[src/init_seq_map.svh]
// timing, counts and field constants of the power-up sequencer
`ifndef INIT_SEQ_MAP_SVH
`define INIT_SEQ_MAP_SVH
`define MCLK_PERIOD_PS   8000
`define STABLE_TIME_US   200
`define STABLE_CYC_W     14
// command clock is mclk/2, so one command cycle is two mclk periods
`define STABLE_CMD_CYC \
  ((`STABLE_TIME_US * 1000000 + 2 * `MCLK_PERIOD_PS - 1) \
   / (2 * `MCLK_PERIOD_PS))
`define DUMMY_LOADS      14'h0002
`define SETTLE_CYC       14'h0006
`define REFRESH_NOPS     14'h0400
`define BANK_COUNT       14'h0008
`define ADDR_W           20
`define BANK_W           3
`define MODE_W           10
`define CNT_ONE          14'h0001
`define CNT_ZERO         14'h0000
`endif

[src/init_seq_pkg.sv]
// types of the power-up sequencer
package init_seq_pkg;
  typedef enum logic [2:0] {
    ST_STABLE  = 3'b000,
    ST_DUMMY   = 3'b001,
    ST_VALID   = 3'b010,
    ST_SETTLE  = 3'b011,
    ST_REFRESH = 3'b100,
    ST_READY   = 3'b101
  } state_t;

  typedef enum logic [2:0] {
    CMD_NOP     = 3'b000,
    CMD_LOAD    = 3'b001,
    CMD_REFRESH = 3'b010,
    CMD_READ    = 3'b011,
    CMD_WRITE   = 3'b100
  } cmd_t;

  typedef enum logic [1:0] {
    OP_READ    = 2'b00,
    OP_WRITE   = 2'b01,
    OP_REFRESH = 2'b10
  } op_t;
endpackage

[src/dram_init_ctrl.sv]
// host side power-up sequencer and command driver for a separate-I/O DRAM
`timescale 1ns/1ps
`include "init_seq_map.svh"
module dram_init_ctrl
  import init_seq_pkg::*;
#(
  parameter logic [`STABLE_CYC_W-1:0] STABLE_CYC =
    `STABLE_CYC_W'(`STABLE_CMD_CYC)
)(
  input  wire logic                 mclk,
  input  wire logic                 arst_n,
  input  wire logic [`MODE_W-1:0]   modeSetting,
  input  wire logic                 userReq,
  input  wire logic [1:0]           userOp,
  input  wire logic [`ADDR_W-1:0]   userAddr,
  input  wire logic [`BANK_W-1:0]   userBank,
  output logic                      userReady,
  output logic                      initDone,
  output logic                      cmdClk,
  output logic                      cmdClkN,
  output logic                      selectN,
  output logic                      writeEnN,
  output logic                      refreshN,
  output logic [`ADDR_W-1:0]        addr,
  output logic [`BANK_W-1:0]        bank
);

  typedef struct packed {
    logic                     ck;
    logic                     ckN;
    state_t                   st;
    logic [`STABLE_CYC_W-1:0] cnt;
    logic                     selN;
    logic                     weN;
    logic                     refN;
    logic [`ADDR_W-1:0]       addr;
    logic [`BANK_W-1:0]       bank;
    logic                     done;
  } regs_t;

  regs_t r;
  regs_t next_r;
  logic  rstMeta;
  logic  rstSync;
  logic  tick;
  logic  take;

  // pin levels {select, write enable, refresh}, all active low
  function automatic logic [2:0] pins(input cmd_t c);
    case (c)
      CMD_LOAD:    pins = 3'h0;
      CMD_REFRESH: pins = 3'h2;
      CMD_READ:    pins = 3'h3;
      CMD_WRITE:   pins = 3'h1;
      default:     pins = 3'h7;
    endcase
  endfunction

  always_ff @(posedge mclk or negedge arst_n)
  begin
    if (!arst_n)
    begin
      rstMeta <= 1'b0;
      rstSync <= 1'b0;
    end
    else
    begin
      rstMeta <= 1'b1;
      rstSync <= rstMeta;
    end
  end

  // commands change as the command clock falls, centred on its rise
  assign tick = r.ck;
  // requests are refused until the whole sequence has run
  assign userReady = r.done && tick;
  assign take = userReq && userReady;

  always_comb
  begin
    next_r = r;
    // free-running divider, never gated or retuned
    next_r.ck = ~r.ck;
    next_r.ckN = r.ck;
    if (tick)
    begin
      {next_r.selN, next_r.weN, next_r.refN} = pins(CMD_NOP);
      next_r.addr = '0;
      next_r.bank = '0;
      case (r.st)
        ST_STABLE:
        begin
          next_r.cnt = r.cnt + `CNT_ONE;
          if (r.cnt >= STABLE_CYC - `CNT_ONE)
          begin
            next_r.st = ST_DUMMY;
            next_r.cnt = `CNT_ZERO;
          end
        end
        ST_DUMMY:
        begin
          // dummy loads carry an all-zero address
          {next_r.selN, next_r.weN, next_r.refN} = pins(CMD_LOAD);
          next_r.cnt = r.cnt + `CNT_ONE;
          if (r.cnt == `DUMMY_LOADS - `CNT_ONE)
            next_r.st = ST_VALID;
        end
        ST_VALID:
        begin
          {next_r.selN, next_r.weN, next_r.refN} = pins(CMD_LOAD);
          // only the low mode bits are ever driven
          next_r.addr = {{(`ADDR_W - `MODE_W){1'b0}}, modeSetting};
          next_r.st = ST_SETTLE;
          next_r.cnt = `CNT_ZERO;
        end
        ST_SETTLE:
        begin
          next_r.cnt = r.cnt + `CNT_ONE;
          if (r.cnt == `SETTLE_CYC - `CNT_ONE)
          begin
            next_r.st = ST_REFRESH;
            next_r.cnt = `CNT_ZERO;
          end
        end
        ST_REFRESH:
        begin
          // all bank refreshes first as one posted group, then the
          // no-operations, which cover every row cycle setting
          next_r.cnt = r.cnt + `CNT_ONE;
          if (r.cnt < `BANK_COUNT)
          begin
            {next_r.selN, next_r.weN, next_r.refN} =
              pins(CMD_REFRESH);
            next_r.bank = r.cnt[`BANK_W-1:0];
          end
          if (r.cnt == `BANK_COUNT + `REFRESH_NOPS - `CNT_ONE)
          begin
            next_r.st = ST_READY;
            next_r.done = 1'b1;
          end
        end
        ST_READY:
        begin
          if (take)
          begin
            case (op_t'(userOp))
              OP_READ:
                {next_r.selN, next_r.weN, next_r.refN} = pins(CMD_READ);
              OP_WRITE:
                {next_r.selN, next_r.weN, next_r.refN} = pins(CMD_WRITE);
              OP_REFRESH:
                {next_r.selN, next_r.weN, next_r.refN} =
                  pins(CMD_REFRESH);
              default:
                {next_r.selN, next_r.weN, next_r.refN} = pins(CMD_NOP);
            endcase
            next_r.addr = userAddr;
            next_r.bank = userBank;
          end
        end
        default:
        begin
          next_r.st = ST_STABLE;
          next_r.cnt = `CNT_ZERO;
        end
      endcase
    end
  end

  always_ff @(posedge mclk or negedge rstSync)
  begin
    if (!rstSync)
    begin
      r.ck <= 1'b0;
      r.ckN <= 1'b1;
      r.st <= ST_STABLE;
      r.cnt <= `CNT_ZERO;
      r.selN <= 1'b1;
      r.weN <= 1'b1;
      r.refN <= 1'b1;
      r.addr <= '0;
      r.bank <= '0;
      r.done <= 1'b0;
    end
    else
      r <= next_r;
  end

  assign initDone = r.done;
  assign cmdClk = r.ck;
  assign cmdClkN = r.ckN;
  assign selectN = r.selN;
  assign writeEnN = r.weN;
  assign refreshN = r.refN;
  assign addr = r.addr;
  assign bank = r.bank;

endmodule

[config.mk]
export PLATFORM = sky130hd
export DESIGN_NAME = dram_init_ctrl
export DESIGN_NICKNAME = d
export VERILOG_FILES = /design/src/init_seq_pkg.sv /design/src/dram_init_ctrl.sv
export VERILOG_INCLUDE_DIRS = /design/src
export SDC_FILE = /design/constraint.sdc
export NUM_CORES = 1
export LEC_CHECK = 0
export BUFFER_PORTS_ARGS = -buffer_cell sky130_fd_sc_hd__buf_2
export CAP_MARGIN = 15
export CELL_PAD_IN_SITES_DETAIL_PLACEMENT = 1
export CELL_PAD_IN_SITES_GLOBAL_PLACEMENT = 2
export CORE_AREA = 2 2 105 107
export CTS_CLUSTER_DIAMETER = 80
export DETAILED_ROUTE_END_ITERATION = 16
export DIE_AREA = 0 0 107 109
export GPL_ROUTABILITY_DRIVEN = 1
export GPL_TIMING_DRIVEN = 0
export PLACE_DENSITY_LB_ADDON = 0.1
export REMOVE_ABC_BUFFERS = 1
export SYNTH_ARGS = -nofsm -noshare
export SYNTH_HDL_FRONTEND = slang
export SYNTH_SLANG_ARGS = --single-unit
export TNS_END_PERCENT = 20
[constraint.sdc]
create_clock -name mclk -period 3 [get_ports mclk]
set_input_delay 0.3 -clock mclk [delete_from_list [all_inputs] [get_ports mclk]]
set_output_delay 0.3 -clock mclk [all_outputs]
set_load 0.005 [all_outputs]
; Yosys cells after proc, flatten, opt, wreduce, memory -nomap -nowiden
; Cells that the tools add are included.
; W data, S select, Z words.
[word_totals]
output_inout_bits = 30
reg_bits = 48
[classes]
bitwise = 2
addsub = 1
n_eq_ne = 14
n_lt_le_gt_ge = 2
reduce_logical = 8
mux = 12
[ops]
columns = operator, n
row1 = $pmux W17 S6, 1
row2 = $pmux W20 S2, 1
row3 = $mux W17, 2
row4 = $mux W26, 1
row5 = $pmux W3 S3, 2
row6 = $add A14 B1 Y14 const B, 1
row7 = $eq A14 B1 Y1 const B, 1
row8 = $eq A14 B11 Y1 const B, 1
row9 = $eq A14 B3 Y1 const B, 1
row10 = $ge A14 B14 Y1 const B, 1
row11 = $lt A14 B4 Y1 const B, 1
row12 = $mux W3, 4
row13 = $ne A2 B2 Y1 const B, 4
row14 = $eq A3 B2 Y1 const B, 2
row15 = $eq A3 B3 Y1 const B, 2
row16 = $pmux W3 S2, 1
row17 = $reduce_and A6 Y1, 1
row18 = $eq A3 B1 Y1 const B, 1
row19 = $logic_not A3 Y1, 1
row20 = $reduce_and A3 Y1, 1
row21 = $eq A2 B1 Y1 const B, 1
row22 = $eq A2 B2 Y1 const B, 1
row23 = $logic_and A1 B1 Y1, 2
row24 = $logic_not A2 Y1, 1
row25 = 3 further kinds, 4

; Depth between registers and ports, before layout
[depth]
ltp_word = 4
mapped_depth = 6
mapped_depth_nobuf = 6

; Worst setup path before layout
; Ideal clock, no wire load.
[synth_timing]
path_kind = reg-to-reg
start = register r[36] in the netlist's numbering
end = register r[39] in the netlist's numbering
path_stages_with_launch = 7
path_buffers = 1
arrival_ps = 1879
setup_ps = 130
setup_slack_ps = 992
path_cell_list = dfrtp_1 -> buf_6 -> or4_4 -> nor4_4 -> a31oi_4 -> nor3_4 -> o21ai_2
[synth_via]
elab_chain_len = 3
elab_cells_between_ends = 6
classes_between = 1 x add/sub / 1 x order compare / 1 x eq/ne / 3 x mux
[synth_rtl]
columns = item, line
row1 = start: declaration, dram_init_ctrl.sv:41  ; regs_t r;
row2 = start signal: assignment, dram_init_ctrl.sv:186  ; r <= next_r;
row3 = $add A14 B1 Y14 (no line) (tied with other cells), -
row4 = $mux W17 (on tied branches), "dram_init_ctrl.sv:119, dram_init_ctrl.sv:94"
row5 = $pmux W17 S6 *, dram_init_ctrl.sv:90  ; case (r.st)
; Mark *: on every way between the ends. The rest lies on a longest branch, timed or not. The select of a mux whose other input is x is not followed.
; A chain may end at the register's enable or synchronous reset.

; Worst setup path in the final report
[layout_timing]
start = register r, in the netlist cmdClk
end = output userReady
[layout_via]
elab_chain_len = 1
[layout_rtl]
columns = item, line
row1 = $logic_and A1 B1 Y1, dram_init_ctrl.sv:76  ; assign userReady = r.done && tick;
row2 = end: declaration, dram_init_ctrl.sv:17  ; output logic userReady,
; No other way between the ends.

==> reports/results.ini <==
[logic_synthesis]
syn_inst = 257
synth.avg_cell_area_um2 = 10.0
ys_warn_count = 0
yosys-top-cells-count = dfrtp_1 (44), buf_4 (23), nor2_1 (19)
yosysSeqAreaShare = 0.468
synth_top_area_share = 0.427
synth_ff_type = dfrtp_1
synth_area_leaders = dfrtp_1 (43%), buf_4 (6.7%), dfstp_2 (4.1%), a221o_1 (3.9%), a22o_1 (3.7%)
synth_edf_count = 0
yosys.cell_count.top_type = dfrtp_1
synth_top_area_cell = dfrtp_1
async_flop_share = 1.00
synth.distinct_cells = 50
ys_ff_latch = 48
syn_area_mm2 = 0.00258

[sta]
worst_slew_pin_slew_ns = 1.03
finClkSkew_ns = 0.00491
drv_slew = 0
rsz0062_at_grt = no
hold_viol_final = 0
whs_ns = 0.206
post-route-period-util = 0.857
setup_viol = 0
fmax_mhz = 389
relSlewSlack = 0.315
min_period_ns = 2.57

[drt]
drtPass1Iterations = 4
via_per_inst = 4.74
route.detailed.drc = 0
wl_per_cell_um = 16.6
num_vias = 2065
ant_nets = 0
drt_wl_total_um = 7240
first_iter_violations = 107

[global_routing]
grt_pass1_vias = 2174
antenna_found_initial = 0
grt_overflow = 0
busiest_layer = met2
grt_max_degree = 32
gr-usage-met1 = 0.171
grt_pass1_wl_um = 11800
use_met3 = 0.0281
grt_use_total = 0.129
grtUsageMet2 = 0.217

[die]
die_area_mm2 = 0.0117
initial_core_util = 0.243
core_area_mm2 = 0.0106
die_h_um = 109
chipWidth_um = 107
rows = 38
ios = 68

[final_layout]
drive_above_1_share = 0.324
syn2layout_area_growth_pct = 16.1
fin_util = 0.283
n_antenna_cell = 0
nFillCells = 1244
fin_nets = 335
finalInstanceArea_mm2 = 0.00300

[run]
maxCapViolCount = 0

[pwr]
clkPwrFrac = 0.381
combPwrFrac = 0.034
pwr-share-seq = 0.585
switching_power_w = 0.000259
p_leak_nw = 1.37
peakVddDrop_mv = 0.161
p_int_w = 0.000858
switching_share = 0.232
power_density_mw_per_mm2 = 373

[clocking]
cts_tree = yes
cts_buffer_depth = 2
htree_levels = 2
path_clk_slew_ns = 0.10
cts_setup_buffers = 0
clock_sinks = 48
clock-root-buffer = clkbuf_8
cts_buffers = 5
clkLatencyLatePin_ns = 0.30

[placed_design]
port_buffers = 67
dp_hpwl_um = 5050
postPlaceCellArea_mm2 = 0.00289
place_congestion = 0.690

[worst_setup_path]
critical_path.top_delay_family = flip-flops
cp-end-kind = primary output
cp_num_buf_inv = 2
crit_chain = inv_2 -> nor2_1 -> buf_2
reg2reg_depth = 5
cp_max_fo = 28
crit_required_ns = 2.70
cpMaxStageDelayCell = dfrtp_1
cp-start-kind = flip-flop
max_stage_delay_ns = 1.03
crit_cells = 3
critPathArrivalTime_ns = 2.27
criticalPathCategory = reg -> out

[hold_path]
hp-class = reg -> async

[status]
outcome = completed

[kinds of logic (layout without fill, tap and decap cells)]
logic type,after synthesis,in the layout,synth area share
simple gates,84,84,0.186
compound gates,68,68,0.203
other cells,1,1,0.00145
buf+inv,46,85,0.104
xor+xnor,7,7,0.0238
fa+ha+maj,2,2,0.00970
flops,48,48,0.468
mux,1,1,0.00388
[power by group through the flow]
stage | combinational (W) | clock (W) | sequential [W]
2_1_floorplan | 0.000000736 | 0 | 0.000670
3_3_place_gp | 0.0000256 | 0 | 0.000675
3_5_place_dp | 0.0000381 | 0 | 0.000666
4_1_cts | 0.0000393 | 0.000451 | 0.000654
5_1_grt | 0.0000425 | 0.000475 | 0.000654
6_report | 0.0000379 | 0.000426 | 0.000653
[per-layer routing]
| layer | vias to the layer above | routed length, µm |
|---|---|---|
| li1 | 988 | - |
| met1 | 1031 | 3410 |
| met2 | 40 | 3480 |
| met3 | 6 | 292 |
| met4 | 0 | 57 |
| met5 | - | 0 |
[registers in the layout (all words and copies together) (netlist names)]
signal,count
addr,20
bank,3
cmdClk,1
cmdClkN,1
initDone,1
r,17
refreshN,1
rstMeta,1
rstSync,1
selectN,1
writeEnN,1
[worst paths after layout]
| check | from | to | slack (ns) |
|---|---|---|---|
| hold / removal | rstSync$_DFF_PN0_ | addr[0]$_DFFE_PN0P_ | 0.21 |
| min in group mclk | userAddr[15] | addr[15]$_DFFE_PN0P_ | 0.21 |
| setup reg to reg | r[34]$_DFFE_PN0P_ | r[29]$_DFFE_PN0P_ | 0.62 |
| setup / recovery | cmdClk$_DFF_PN0_ | userReady | 0.43 |
| max in group asynchronous | rstSync$_DFF_PN0_ | refreshN$_DFFE_PN1P_ | 2.20 |
| hold reg to reg | rstSync$_DFF_PN0_ | addr[0]$_DFFE_PN0P_ | 0.21 |
[metrics by stage]
stage,setup TNS [ns],instances,power (W),setup slack [ns]
after global placement,-2.83,424,0.000700,-0.279
after floorplan,0,217,0.000670,0.871
final,0,436,0.00112,0.428
after detailed placement,0,427,0.000704,0.548
after global routing,0,436,0.00117,0.204
after CTS,0,436,0.00114,0.347
[area by class of cell]
type,instances,area (µm²),area share
multi-input combinational,163,1110,0.370
tap,140,175,0.0585
clock buffer,7,86.3,0.0288
clock inverter,1,8.76,0.00292
inverter,6,22.5,0.00752
sequential,48,1210,0.403
timing repair buffer,71,388,0.129
[layout by cell type (no fill, tap or decap), types with 4 or more instances in the layout]
| master | synthesis | final |
|---|---|---|
| buf_2 | 1 | 67 |
| dfrtp_1 | 44 | 43 |
| nor2_1 | 19 | 18 |
| nand2_1 | 16 | 16 |
| o21ai_0 | 12 | 12 |
| a22o_1 | 11 | 11 |
| nand3_1 | 10 | 10 |
| nor2b_1 | 10 | 10 |
| a221o_1 | 10 | 10 |
| a21oi_1 | 8 | 8 |
| clkbuf_8 | 0 | 6 |
| inv_1 | 5 | 5 |
| nand4_1 | 5 | 5 |
| xor2_1 | 5 | 5 |
| nor4_1 | 4 | 4 |
| dfstp_2 | 4 | 4 |
[worst register-to-register path: stages, from the launching register on]
cell and delay [ns]:
dfrtp_1 0.44, or4_4 0.58, nor4_4 0.42, a31oi_4 0.21
nor3_4 0.49, nor2_1 0.12
[what timing repair did]
item / in CTS / in global routing
hold endpoints to repair: 2 / 0
gates resized for setup: 0 / 0
hold buffers: 1 / 0
endpoints found under the setup margin: 0 / 0
Power figures use the tool's default switching activity.
